`config.mk`:
```
export PLATFORM = sky130hd
export DESIGN_NAME = lms_link_mode_strap_config
export DESIGN_NICKNAME = d
export VERILOG_FILES = /design/src/lms_link_mode_strap_config.v
export VERILOG_INCLUDE_DIRS = /design/src /design/src/src
export SDC_FILE = /design/constraint.sdc
export NUM_CORES = 1
export LEC_CHECK = 0
export ABC_AREA = 1
export ABC_CLOCK_PERIOD_IN_PS = 5890
export BUFFER_PORTS_ARGS = -buffer_cell sky130_fd_sc_hd__buf_2
export CORE_ASPECT_RATIO = 0.9
export CORE_UTILIZATION = 45
export DETAILED_ROUTE_END_ITERATION = 12
export GPL_ROUTABILITY_DRIVEN = 0
export GPL_TIMING_DRIVEN = 0
export PLACE_DENSITY_LB_ADDON = 0.15
export SLEW_MARGIN = 25
export SYNTH_ARGS = -nofsm -noshare
export SYNTH_HDL_FRONTEND = slang
export SYNTH_SLANG_ARGS = --single-unit
```
`constraint.sdc`:
```
create_clock -name core_clk -period 5.89 [get_ports core_clk]
set_input_delay 0.8835 -clock core_clk [delete_from_list [all_inputs] [get_ports core_clk]]
set_output_delay 0.8835 -clock core_clk [all_outputs]
set_load 0.01 [all_outputs]
```
`src/lms_consts.vh`:
```
// Register map, strap fields, mode codes and timing counts of the strap and link-mode block
`ifndef LMS_CONSTS_VH
`define LMS_CONSTS_VH
`define LMS_REG_INPUT_CFG 8'h4f
`define LMS_REG_LINK_CTL 8'h5b
`define LMS_REG_RPT_CFG 8'hc2
`define LMS_REG_STATUS 8'h5c
`define LMS_REG_FREQ 8'h5d
`define LMS_BIT_DUAL_PIX 6
`define LMS_BIT_MAPPING 7
`define LMS_BIT_CABLE 7
`define LMS_BIT_RPT 5
`define LMS_BIT_AUTO_OFF 0
`define LMS_FLD_FORCE_HI 2
`define LMS_FLD_FORCE_LO 1
`define LMS_BIT_PROT 3
`define LMS_RST_INPUT_CFG 8'h00
`define LMS_RST_LINK_CTL 8'h00
`define LMS_RST_RPT_CFG 8'h00
`define LMS_MODE_SINGLE 2'h0
`define LMS_MODE_DUAL 2'h1
`define LMS_MODE_REPL 2'h2
`define LMS_MODE_SEC 2'h3
`define LMS_ADDR_BASE 7'h0c
`define LMS_CLK_MHZ 100
`define LMS_FREQ_WIN_NS 1000
`define LMS_FREQ_WIN_CYC ((`LMS_FREQ_WIN_NS * `LMS_CLK_MHZ) / 1000)
`define LMS_SINGLE_NEW_MAX_MHZ 8'd96
`define LMS_SINGLE_OLD_MAX_MHZ 8'd85
`define LMS_DUAL_MAX_MHZ 8'd170
`define LMS_REPL_MAX_MHZ 8'd85
`endif

```
`src/lms_link_mode_strap_config.v`:
```
// Strap decode, control-bus slave and link-mode selection of the serializer configuration block
`timescale 1ns/1ps
`include "lms_consts.vh"

// Notes on behaviour
// - Second strap level 1-2 map0 cable0, 3-4 map0 cable1, 5-6 map1 cable0, 7-8 map1 cable1.
// - Dual-pixel strap stored inverted in input config bit 6.
// - Repeater to 0xC2[5], mapping to 0x4F[7], cable to 0x5B[7], non-inverted.
// - All mode-strap-derived bits remain software readable and writable after latching; the strapped slave address is neither.
// - Single link sends all video on one downlink; up to 96 MHz with newer receiver.
// - Single link with an older receiver is limited below 85 MHz.
// - Forced single mode disables the secondary transmitter and its back channel.
// - Dual link alternates consecutive pixels between the two downlinks.
// - Dual link with protection enabled uses one session covering both links.
// - Dual link supports up to 170 MHz, each port at half pixel rate.
// - Enter dual automatically with dual-capable receiver above minimum frequency, or forced.
// - Replicate mode runs second protection engine, same video to two receivers, 85 MHz max.
// - Detect downstream capabilities; two independent receivers select replicate mode.
// - Receiver only on secondary link routes video to the secondary link alone.
// - Measure pixel-clock frequency and use it with capabilities to pick the mode.
// - Link control register can disable automatic detection so forced modes apply.
// - Address strap level picks slave address 0x0C to 0x1A in steps of two.
// - Transactions start with START or repeated START and end with STOP.
// - Acknowledge a matching address by pulling data low; leave released otherwise.
// - Acknowledge each byte the host writes.
// - Straps sampled once at power-up and held until software changes them.
// - First strap level 1 gives 0/0, 2 gives 0/1, 5 gives 1/0, 6 gives 1/1.
module lms_link_mode_strap_config #(
	parameter [7:0] DUAL_MIN_MHZ = 8'd25
) (
	input wire core_clk,
	input wire rst,
	input wire [2:0] firstModeStrapLevel,
	input wire [2:0] secondModeStrapLevel,
	input wire [2:0] addressStrapLevel,
	input wire scl,
	input wire sdaIn,
	output wire sdaOut,
	output wire sdaOe,
	input wire pixClk,
	input wire primaryRxPresent,
	input wire primaryRxDualCapable,
	input wire primaryRxLegacy,
	input wire secondaryRxPresent,
	output wire [1:0] linkMode,
	output wire primaryTxEnable,
	output wire secondaryTxEnable,
	output wire secondaryBackChannelEnable,
	output wire pixelLinkSelect,
	output wire txHalfClk,
	output wire singleProtectionSession,
	output wire secondProtectionEngine,
	output wire overRate,
	output wire dualPixelInput,
	output wire repeaterEnable,
	output wire bitMappingSelect,
	output wire cableModeBit,
	output wire [6:0] slaveAddress
);
	localparam [3:0] S_IDLE = 4'h0;
	localparam [3:0] S_ADDR = 4'h1;
	localparam [3:0] S_AACK = 4'h2;
	localparam [3:0] S_REG = 4'h3;
	localparam [3:0] S_RACK = 4'h4;
	localparam [3:0] S_WDATA = 4'h5;
	localparam [3:0] S_WACK = 4'h6;
	localparam [3:0] S_RDATA = 4'h7;
	localparam [3:0] S_MACK = 4'h8;
	localparam [31:0] WIN_CYC = `LMS_FREQ_WIN_CYC;
	localparam [7:0] WIN_LAST = WIN_CYC[7:0] - 8'd1;

	reg [2:0] sclSync_q, sdaSync_q, pixSync_q;
	reg sclF_q, sdaF_q, pixF_q;
	reg [7:0] inputCfg_q, linkCtl_q, rptCfg_q;
	reg [6:0] slaveAddr_q;
	reg strapDone_q;
	reg [3:0] state_q;
	reg [3:0] bitCnt_q;
	reg [7:0] rxShift_q, txShift_q, ptr_q;
	reg rw_q, hostAck_q, sdaDrive_q;
	reg [7:0] winCnt_q, edgeCnt_q, freqMhz_q;
	reg [1:0] mode_q;
	reg pixSel_q, halfClk_q, overRate_q;
	reg [1:0] autoMode, nextMode;
	reg [7:0] rdData;
	reg strapMap, strapCable, strapDual, strapRpt;
	wire sclRise, sclFall, startCond, stopCond, pixRise;
	wire sclNew, sdaNew, pixNew;

	// Three-stage samplers; a change counts once stages two and three agree
	always @(posedge core_clk) begin
		if (rst) begin
			sclSync_q <= 3'h7;
			sdaSync_q <= 3'h7;
			pixSync_q <= 3'h0;
			sclF_q <= 1'b1;
			sdaF_q <= 1'b1;
			pixF_q <= 1'b0;
		end else begin
			sclSync_q <= {sclSync_q[1:0], scl};
			sdaSync_q <= {sdaSync_q[1:0], sdaIn};
			pixSync_q <= {pixSync_q[1:0], pixClk};
			if (sclSync_q[1] == sclSync_q[2]) sclF_q <= sclSync_q[2];
			if (sdaSync_q[1] == sdaSync_q[2]) sdaF_q <= sdaSync_q[2];
			if (pixSync_q[1] == pixSync_q[2]) pixF_q <= pixSync_q[2];
		end
	end

	assign sclNew = (sclSync_q[1] == sclSync_q[2]) ? sclSync_q[2] : sclF_q;
	assign sdaNew = (sdaSync_q[1] == sdaSync_q[2]) ? sdaSync_q[2] : sdaF_q;
	assign pixNew = (pixSync_q[1] == pixSync_q[2]) ? pixSync_q[2] : pixF_q;
	assign sclRise = sclNew & ~sclF_q;
	assign sclFall = ~sclNew & sclF_q;
	assign pixRise = pixNew & ~pixF_q;
	// Bus framing seen while the clock line stays high
	assign startCond = sclF_q & sclNew & sdaF_q & ~sdaNew;
	assign stopCond = sclF_q & sclNew & ~sdaF_q & sdaNew;

	// Strap level decode
	always @* begin
		strapMap = secondModeStrapLevel[2];
		strapCable = secondModeStrapLevel[1];
		strapDual = firstModeStrapLevel[2];
		strapRpt = firstModeStrapLevel[0];
	end

	// Register read mux; unmapped offsets read zero
	always @* begin
		case (ptr_q)
			`LMS_REG_INPUT_CFG: rdData = inputCfg_q;
			`LMS_REG_LINK_CTL: rdData = linkCtl_q;
			`LMS_REG_RPT_CFG: rdData = rptCfg_q;
			`LMS_REG_STATUS: rdData = {5'h00, overRate_q, mode_q};
			`LMS_REG_FREQ: rdData = freqMhz_q;
			default: rdData = 8'h00;
		endcase
	end

	// Control-bus slave with strap latch and register writes
	always @(posedge core_clk) begin
		if (rst) begin
			inputCfg_q <= `LMS_RST_INPUT_CFG;
			linkCtl_q <= `LMS_RST_LINK_CTL;
			rptCfg_q <= `LMS_RST_RPT_CFG;
			slaveAddr_q <= `LMS_ADDR_BASE;
			strapDone_q <= 1'b0;
			state_q <= S_IDLE;
			bitCnt_q <= 4'h0;
			rxShift_q <= 8'h00;
			txShift_q <= 8'h00;
			ptr_q <= 8'h00;
			rw_q <= 1'b0;
			hostAck_q <= 1'b0;
			sdaDrive_q <= 1'b0;
		end else if (!strapDone_q) begin
			// One-time capture after reset release
			strapDone_q <= 1'b1;
			inputCfg_q[`LMS_BIT_DUAL_PIX] <= ~strapDual;
			inputCfg_q[`LMS_BIT_MAPPING] <= strapMap;
			linkCtl_q[`LMS_BIT_CABLE] <= strapCable;
			rptCfg_q[`LMS_BIT_RPT] <= strapRpt;
			slaveAddr_q <= `LMS_ADDR_BASE + {3'h0, addressStrapLevel, 1'b0};
		end else if (startCond) begin
			state_q <= S_ADDR;
			bitCnt_q <= 4'h0;
			sdaDrive_q <= 1'b0;
		end else if (stopCond) begin
			state_q <= S_IDLE;
			sdaDrive_q <= 1'b0;
		end else if (sclRise) begin
			// Sample on the rising clock edge
			case (state_q)
				S_ADDR, S_REG, S_WDATA: begin
					rxShift_q <= {rxShift_q[6:0], sdaF_q};
					bitCnt_q <= bitCnt_q + 4'h1;
				end
				S_RDATA: begin
					txShift_q <= {txShift_q[6:0], 1'b0};
					bitCnt_q <= bitCnt_q + 4'h1;
				end
				S_MACK: hostAck_q <= ~sdaF_q;
				default: ;
			endcase
		end else if (sclFall) begin
			// Drive or release the data line on the falling clock edge
			case (state_q)
				S_ADDR: if (bitCnt_q == 4'h8) begin
					bitCnt_q <= 4'h0;
					if (rxShift_q[7:1] == slaveAddr_q) begin
						rw_q <= rxShift_q[0];
						sdaDrive_q <= 1'b1;
						state_q <= S_AACK;
					end else begin
						state_q <= S_IDLE;
					end
				end
				S_AACK: if (rw_q) begin
					txShift_q <= rdData;
					sdaDrive_q <= ~rdData[7];
					state_q <= S_RDATA;
				end else begin
					sdaDrive_q <= 1'b0;
					state_q <= S_REG;
				end
				S_REG: if (bitCnt_q == 4'h8) begin
					bitCnt_q <= 4'h0;
					ptr_q <= rxShift_q;
					sdaDrive_q <= 1'b1;
					state_q <= S_RACK;
				end
				S_RACK, S_WACK: begin
					sdaDrive_q <= 1'b0;
					state_q <= S_WDATA;
				end
				S_WDATA: if (bitCnt_q == 4'h8) begin
					bitCnt_q <= 4'h0;
					case (ptr_q)
						`LMS_REG_INPUT_CFG: inputCfg_q <= rxShift_q;
						`LMS_REG_LINK_CTL: linkCtl_q <= rxShift_q;
						`LMS_REG_RPT_CFG: rptCfg_q <= rxShift_q;
						default: ;
					endcase
					ptr_q <= ptr_q + 8'h01;
					sdaDrive_q <= 1'b1;
					state_q <= S_WACK;
				end
				S_RDATA: if (bitCnt_q == 4'h8) begin
					bitCnt_q <= 4'h0;
					ptr_q <= ptr_q + 8'h01;
					sdaDrive_q <= 1'b0;
					state_q <= S_MACK;
				end else begin
					sdaDrive_q <= ~txShift_q[7];
				end
				S_MACK: if (hostAck_q) begin
					txShift_q <= rdData;
					sdaDrive_q <= ~rdData[7];
					state_q <= S_RDATA;
				end else begin
					state_q <= S_IDLE;
				end
				default: sdaDrive_q <= 1'b0;
			endcase
		end
	end

	// Pixel-clock frequency: rising edges per fixed window give MHz
	always @(posedge core_clk) begin
		if (rst) begin
			winCnt_q <= 8'h00;
			edgeCnt_q <= 8'h00;
			freqMhz_q <= 8'h00;
		end else if (winCnt_q == WIN_LAST) begin
			winCnt_q <= 8'h00;
			edgeCnt_q <= {7'h00, pixRise};
			freqMhz_q <= edgeCnt_q;
		end else begin
			winCnt_q <= winCnt_q + 8'h01;
			if (pixRise) edgeCnt_q <= edgeCnt_q + 8'h01;
		end
	end

	// Mode choice from detected receivers and measured frequency
	always @* begin
		if (primaryRxPresent && primaryRxDualCapable && freqMhz_q >= DUAL_MIN_MHZ)
			autoMode = `LMS_MODE_DUAL;
		else if (primaryRxPresent && secondaryRxPresent)
			autoMode = `LMS_MODE_REPL;
		else if (!primaryRxPresent && secondaryRxPresent)
			autoMode = `LMS_MODE_SEC;
		else
			autoMode = `LMS_MODE_SINGLE;
		if (linkCtl_q[`LMS_BIT_AUTO_OFF])
			nextMode = linkCtl_q[`LMS_FLD_FORCE_HI:`LMS_FLD_FORCE_LO];
		else
			nextMode = autoMode;
	end

	// Mode register, pixel steering, half-rate port clock and rate check
	always @(posedge core_clk) begin
		if (rst) begin
			mode_q <= `LMS_MODE_SINGLE;
			pixSel_q <= 1'b0;
			halfClk_q <= 1'b0;
			overRate_q <= 1'b0;
		end else begin
			mode_q <= nextMode;
			if (mode_q == `LMS_MODE_DUAL && pixRise) begin
				pixSel_q <= ~pixSel_q;
				halfClk_q <= ~halfClk_q;
			end else if (mode_q != `LMS_MODE_DUAL) begin
				pixSel_q <= (mode_q == `LMS_MODE_SEC);
				halfClk_q <= 1'b0;
			end
			case (mode_q)
				`LMS_MODE_DUAL: overRate_q <= freqMhz_q > `LMS_DUAL_MAX_MHZ;
				`LMS_MODE_REPL: overRate_q <= freqMhz_q > `LMS_REPL_MAX_MHZ;
				default: overRate_q <= primaryRxLegacy ?
					(freqMhz_q >= `LMS_SINGLE_OLD_MAX_MHZ) :
					(freqMhz_q > `LMS_SINGLE_NEW_MAX_MHZ);
			endcase
		end
	end

	// Output decode
	assign linkMode = mode_q;
	assign primaryTxEnable = (mode_q != `LMS_MODE_SEC);
	assign secondaryTxEnable = (mode_q != `LMS_MODE_SINGLE);
	assign secondaryBackChannelEnable = (mode_q != `LMS_MODE_SINGLE);
	assign pixelLinkSelect = pixSel_q;
	assign txHalfClk = halfClk_q;
	assign singleProtectionSession = (mode_q == `LMS_MODE_DUAL) & linkCtl_q[`LMS_BIT_PROT];
	assign secondProtectionEngine = (mode_q == `LMS_MODE_REPL) & linkCtl_q[`LMS_BIT_PROT];
	assign overRate = overRate_q;
	assign dualPixelInput = ~inputCfg_q[`LMS_BIT_DUAL_PIX];
	assign repeaterEnable = rptCfg_q[`LMS_BIT_RPT];
	assign bitMappingSelect = inputCfg_q[`LMS_BIT_MAPPING];
	assign cableModeBit = linkCtl_q[`LMS_BIT_CABLE];
	assign slaveAddress = slaveAddr_q;
	assign sdaOut = 1'b0;
	assign sdaOe = sdaDrive_q;
endmodule // lms_link_mode_strap_config

```
## Yosys cells after proc, flatten, opt, wreduce, memory -nomap -nowiden

Cells that the tools add are included.

- Register bits: 108
- Input bits: 18
- Output and inout bits: 23
- Word-level logic and storage cells: 229

- Add/sub/neg operators: 5
- $lt $le $gt $ge: 5
- Equality and inequality tests: 49
- Multiplexer cells: 80
- Bitwise gates (word level): 24
- Reductions and logical operators: 36

Operators with widths:

| kind | number |
|---|---|
| 8-bit 2-to-1 mux | 21 |
| 4-bit 2-to-1 mux | 15 |
| 8-bit AND reduction | 7 |
| 6-bit 2-to-1 mux | 7 |
| 8-bit by 7-bit == test with 1-bit output (second input constant) | 5 |
| 8-bit case mux with 5 select lines | 1 |
| 8-bit case mux with 2 select lines | 2 |
| 4-bit case mux with 7 select lines | 1 |
| 7-bit AND reduction | 4 |
| 8-bit by 1-bit adder with 8-bit output (second input constant) | 3 |
| 4-bit != test (second input constant) | 6 |
| 1-bit 2-to-1 mux | 23 |
| 2-bit by 1-bit != test with 1-bit output (second input constant) | 9 |
| 4-bit by 3-bit == test with 1-bit output (second input constant) | 4 |
| 8-bit by 7-bit > comparator with 1-bit output (second input constant) | 2 |
| 1-bit inverter | 14 |
| 2-bit 2-to-1 mux | 6 |
| 2-bit != test (second input constant) | 6 |
| 3-bit nonzero test | 4 |
| 1-bit bitwise AND | 10 |
| 5-bit AND reduction | 2 |
| 2-bit nonzero test | 5 |
| 9-bit nonzero test | 1 |
| 4-bit by 2-bit == test with 1-bit output (second input constant) | 2 |
| 25 further kinds | 39 |

## Depth between registers and ports, before layout

- Word-level depth: 9
- Gate-level depth with buffers: 14
- Depth with buffers taken out: 14

## Worst setup path before layout

No wires, ideal clock.

- Path type: reg-to-reg
- Start point: reg sclF_q
- End point: reg bitCnt_q[1]
- Library setup time: 118 ps
- Arrival time: 1765 ps
- Data required time: 5772 ps
- Setup slack: 4007 ps
- Stages on the path, launching flop included: 12
- Path buffers: 0
- Clock period less this slack: 1883 ps
- Path through: dfxtp_1 > nand2_1 > nand2_1 > o21a_1 > ha_1 > nand2_1 > nor2_1 > nor3_1 > nor3_4 > nand2_2 > o21ai_1 > nor2_1

- Longest elaborated chain between the ends: 6

RTL lines:

| what | line | text |
|---|---|---|
| from (decl) | lms_link_mode_strap_config.v:73 | `reg sclF_q, sdaF_q, pixF_q;` |
| from (signal assigned) | lms_link_mode_strap_config.v:103 | `if (sclSync_q[1] == sclSync_q[2]) sclF_q <= sclSync_q[2];` |
| 1-bit 2-to-1 mux * | -- |  |
| named net sclNew | lms_link_mode_strap_config.v:88 | `wire sclNew, sdaNew, pixNew;` |
| 1-bit bitwise AND | lms_link_mode_strap_config.v:116, lms_link_mode_strap_config.v:117 |  |
| 1-bit bitwise AND (on tied branches) (2 in a row) | lms_link_mode_strap_config.v:116, lms_link_mode_strap_config.v:117 |  |
| 3-bit by 2-bit != test with 1-bit output (no source line) (tied with other cells) | -- |  |
| 6-bit AND reduction (no source line) | -- |  |
| to (signal assigned) | lms_link_mode_strap_config.v:175 | `bitCnt_q <= bitCnt_q + 4'h1;` |
| to (signal assigned) | lms_link_mode_strap_config.v:179 | `bitCnt_q <= bitCnt_q + 4'h1;` |
| to (decl) | lms_link_mode_strap_config.v:78 | `reg [3:0] bitCnt_q;` |

The timed path passes the listed nets; every way through them passes the cells marked *. The select of a mux whose other input is x is not followed.
A chain may end at the register's enable or synchronous reset.

## Worst setup path in the final report

Same ends and word-level chain as after synthesis.

==> metrics.yaml <==
cts:
  worstSkewPairLatency_ns: 0.34
  clkSlewWorstSetupHoldPaths_ns: 0.07
  cts_resized: 0
  number_of_hold_buffers_added_after_cts: 0
  clock_sinks: 105
  cts_tree: "done"
  cell_at_the_root_of_the_clock_tree: "sky130_fd_sc_hd__clkbuf_16"
  numCtsBuffers: 9
  ctsLongestPathBuffers: 2
  post_cts_buffers: 0
  cts-htree-levels: 3
pwr:
  switching_share_pct: 23.2
  power.switching_uw: 317
  clockPowerShare_pct: 42.2
  comb_power_share_pct: 4.9
  power.sequential.fraction_pct: 53.0
  power_per_cell_area_nw_per_um2: 229
  cell_internal_pwr_uw: 1050
  power_leakage_uw: 0.00250
  vdd_drop_max_v: 0.000149
global_route:
  first_pass_grt_wire_length_um: 23500
  grt_remaining_overflow: 0
  first_global_vias: 4811
  largest_net_degree_at_the_start_of_global_routing: 17
  number_of_antenna_violations_at_the_first_check_in_global_routing: 0
  global_route.usage.total_pct: 24.6
placement:
  buffer_ports.inserted: 33
  post_dp_cell_area_sq_um: 5710
  dp_hpwl_um: 10800
layout:
  fill_cell_instance_count_of_the_final_layout: 1168
  flow.area_growth_from_synthesis_pct: 12.2
  antenna_cells: 0
  post_route_cells_drive_above_1_share_pct: 12.1
  postLayoutCellArea_sq_um: 5990
  nNetsFinal: 841
die:
  die_width_um: 117
  floorplan.die_area_sq_um: 12300
  die_height_um: 105
  start_util_pct: 46.5
  number_of_placement_rows: 37
  design.portCount: 41
  fp.coreArea_sq_um: 11500
route:
  antenna_violating_nets_left: 0
  route.vias.total: 5181
  avgRoutedWirePerCell_um: 14.7
  drt_iter0_drc: 401
  routed_wirelength_um: 14200
  drc_violations_left: 0
  firstDrtPassIters: 5
  via_density: 5.36
synthesis:
  dominantRegCellSynth: "sky130_fd_sc_hd__dfxtp_1"
  synthDistinctLibCells: 37
  seq_area_frac_synth_pct: 39.4
  syn_area_per_cell_sq_um: 7.03
  synth.cell_area_sq_um: 5340
  synth_seq_cells: 105
  synth-edff-count: 0
  syn_warnings: 0
  postSynth.asyncResetShare_pct: 0
  netlist_instances: 760
sta:
  timing.max_slew.rel_slack_pct: 48.3
  setup_skew_ns: 0.00782
  hold-worst-slack_ns: 0.411
  slew_violations: 0
  setup-violations-final: 0
  max_clock_freq_ghz: 0.422
  worstMarginPinSlew_ns: 0.776
  grt_setup_unrepaired: "no"
  totalNegativeSetupSlack_ns: 0
  post-route-period-util_pct: 40.2
  hold_violations_final: 0
  layout_min_cycle_time_ns: 2.37
worst_setup_path:
  timing.critical_path.arrival_ns: 2.60
  end_kind: "register"
  timing.critical_path.fanout_max: 6
  critPathRequiredTime_ns: 6.12
  setup.worst_path.start_class: "register"
  timing.setup.critical_path_class: "register to register"
min_path:
  hold_path.class: "register to register"
flow_run:
  cap_viol_max_count: 0
status:
  outcome: "finished clean"
==> layer usage <==
metal / vias up / routed length (um) / GRT usage (%)
met1: 2400 / 6710 / 34.4
met5: - / 0 / 0
met3: 20 / 916 / 4.43
met4: 0 / 235 / 7.59
met2: 168 / 6350 / 38.4
li1: 2593 / - / -
==> kinds of logic (layout without fill, tap and decap cells) <==
group / count (synthesis) / after routing / synth area share (%)
AND/OR/NAND/NOR: 315 / 315 / 27.5
AO/OA/AOI/OAI: 191 / 191 / 18.8
buffers and inverters: 128 / 176 / 9.84
flip-flops: 105 / 105 / 39.4
adder cells (fa/ha/maj): 16 / 16 / 3.75
XOR/XNOR: 4 / 4 / 0.656
other: 1 / 4 / 0.0702
==> critical path, cell delays in order, from the launching register on <==
cell and delay (ns):
sky130_fd_sc_hd__dfxtp_1 0.40, sky130_fd_sc_hd__nand2_1 0.07, sky130_fd_sc_hd__nand2_1 0.06, sky130_fd_sc_hd__o21a_1 0.16
sky130_fd_sc_hd__ha_1 0.22, sky130_fd_sc_hd__nand2_1 0.07, sky130_fd_sc_hd__nor2_1 0.44, sky130_fd_sc_hd__nor3_1 0.17
sky130_fd_sc_hd__nor3_4 0.28, sky130_fd_sc_hd__nand2_2 0.14, sky130_fd_sc_hd__o21ai_1 0.18, sky130_fd_sc_hd__nor2_1 0.06
==> final timing paths <==
path | from | to | slack [ns] | cells past startpoint
setup / recovery | sclF_q | bitCnt_q[1] | 3.52 | 11
hold / removal | sclSync_q[1] | sclSync_q[2] | 0.41 | 2
setup reg to reg | sclF_q | bitCnt_q[1] | 3.52 | 11
hold reg to reg | sclSync_q[1] | sclSync_q[2] | 0.41 | 2
==> cells in the mapped netlist, types with 2 or more instances <==
library cell               count  area [sq um]
sky130_fd_sc_hd__a211oi_1      4          30.0
sky130_fd_sc_hd__nand3_2       6          60.1
sky130_fd_sc_hd__nor3_1       11          55.1
sky130_fd_sc_hd__o21ai_1       4          20.0
sky130_fd_sc_hd__nand2_2       4          25.0
sky130_fd_sc_hd__nor3_4        3          48.8
sky130_fd_sc_hd__o21ai_0      72           360
sky130_fd_sc_hd__nor2_1       66           248
sky130_fd_sc_hd__buf_2         3          15.0
sky130_fd_sc_hd__nand2_1     131           492
sky130_fd_sc_hd__buf_4         7          52.6
sky130_fd_sc_hd__clkbuf_1     12          45.0
sky130_fd_sc_hd__xnor2_1       3          26.3
sky130_fd_sc_hd__or2_2        10          62.6
sky130_fd_sc_hd__nor2_4        3          33.8
sky130_fd_sc_hd__nand4_1      16           100
sky130_fd_sc_hd__inv_1       100           375
sky130_fd_sc_hd__buf_6         2          22.5
sky130_fd_sc_hd__a31oi_1       4          25.0
sky130_fd_sc_hd__dfxtp_1     105          2100
sky130_fd_sc_hd__inv_2         3          11.3
sky130_fd_sc_hd__nor2_2        7          43.8
sky130_fd_sc_hd__nand3_1      54           270
sky130_fd_sc_hd__o21ai_2       2          17.5
sky130_fd_sc_hd__ha_1         16           200
sky130_fd_sc_hd__o22ai_1       5          31.3
sky130_fd_sc_hd__o211ai_1      4          30.0
sky130_fd_sc_hd__nor4_1        2          12.5
sky130_fd_sc_hd__a21oi_1      93           465
==> layout by cell type, fill, tap and decap left out, types with 4 or more instances in the layout <==
cell type                   instances
sky130_fd_sc_hd__nand3_2            6
sky130_fd_sc_hd__buf_2             36
sky130_fd_sc_hd__ha_1              16
sky130_fd_sc_hd__o21ai_1            4
sky130_fd_sc_hd__clkbuf_16          9
sky130_fd_sc_hd__nor2_1            66
sky130_fd_sc_hd__nand3_1           54
sky130_fd_sc_hd__or2_2             10
sky130_fd_sc_hd__nand2_2            4
sky130_fd_sc_hd__o22ai_1            5
sky130_fd_sc_hd__buf_4              7
sky130_fd_sc_hd__nand4_1           16
sky130_fd_sc_hd__dfxtp_1          105
sky130_fd_sc_hd__o21ai_0           72
sky130_fd_sc_hd__nand2_1          131
sky130_fd_sc_hd__o211ai_1           4
sky130_fd_sc_hd__conb_1             4
sky130_fd_sc_hd__a31oi_1            4
sky130_fd_sc_hd__nor3_1            11
sky130_fd_sc_hd__nor2_2             7
sky130_fd_sc_hd__inv_1            100
sky130_fd_sc_hd__a21oi_1           93
sky130_fd_sc_hd__clkbuf_1          13
sky130_fd_sc_hd__a211oi_1           4
==> per-stage QoR <==
| stage | cells | total power [uW] | setup slack, ns | util [%] |
|---|---|---|---|---|
| floorplan | 763 | 783 | 4.01 | - |
| global placement | 952 | 807 | 3.39 | 49.8 |
| detailed placement | 952 | 809 | 3.30 | 49.8 |
| CTS | 967 | 1380 | 3.53 | 52.2 |
| global route | 967 | 1410 | 3.35 | 52.2 |
| finish | 967 | 1370 | 3.52 | 52.2 |
==> registers in the layout, summed over array words and instances, names as in the netlist, 2 cells and up <==
register and count:
bitCnt_q 4, inputCfg_q 8, state_q 4, rxShift_q 8
linkCtl_q 8, winCnt_q 8, ptr_q 8, linkMode 2
freqMhz_q 8, pixSync_q 3, txShift_q 8, sdaSync_q 3
edgeCnt_q 8, rptCfg_q 8, sclSync_q 3, slaveAddress 4
==> power groups by stage <==
stage,sequential [uW],clock [uW],combinational (uW)
floorplan,742,0,40.7
global placement,742,0,65.3
detailed placement,742,0,66.8
CTS,726,586,67.2
global route,727,611,76.8
finish,726,577,66.5
==> final cells by class <==
type                    instances  area [sq um]  share of cell area (%)
multi-input cells             530          2730                    45.5
inverters                     104           390                    6.51
clock buffers                  12           256                    4.28
repair buffers                 33           165                    2.76
well taps                     156           195                    3.26
flip-flops and latches        105          2100                    35.1
plain buffers                  24           135                    2.25
clock inverters                 3          23.8                   0.397
Note: power is estimated with default switching activity, not from simulation.
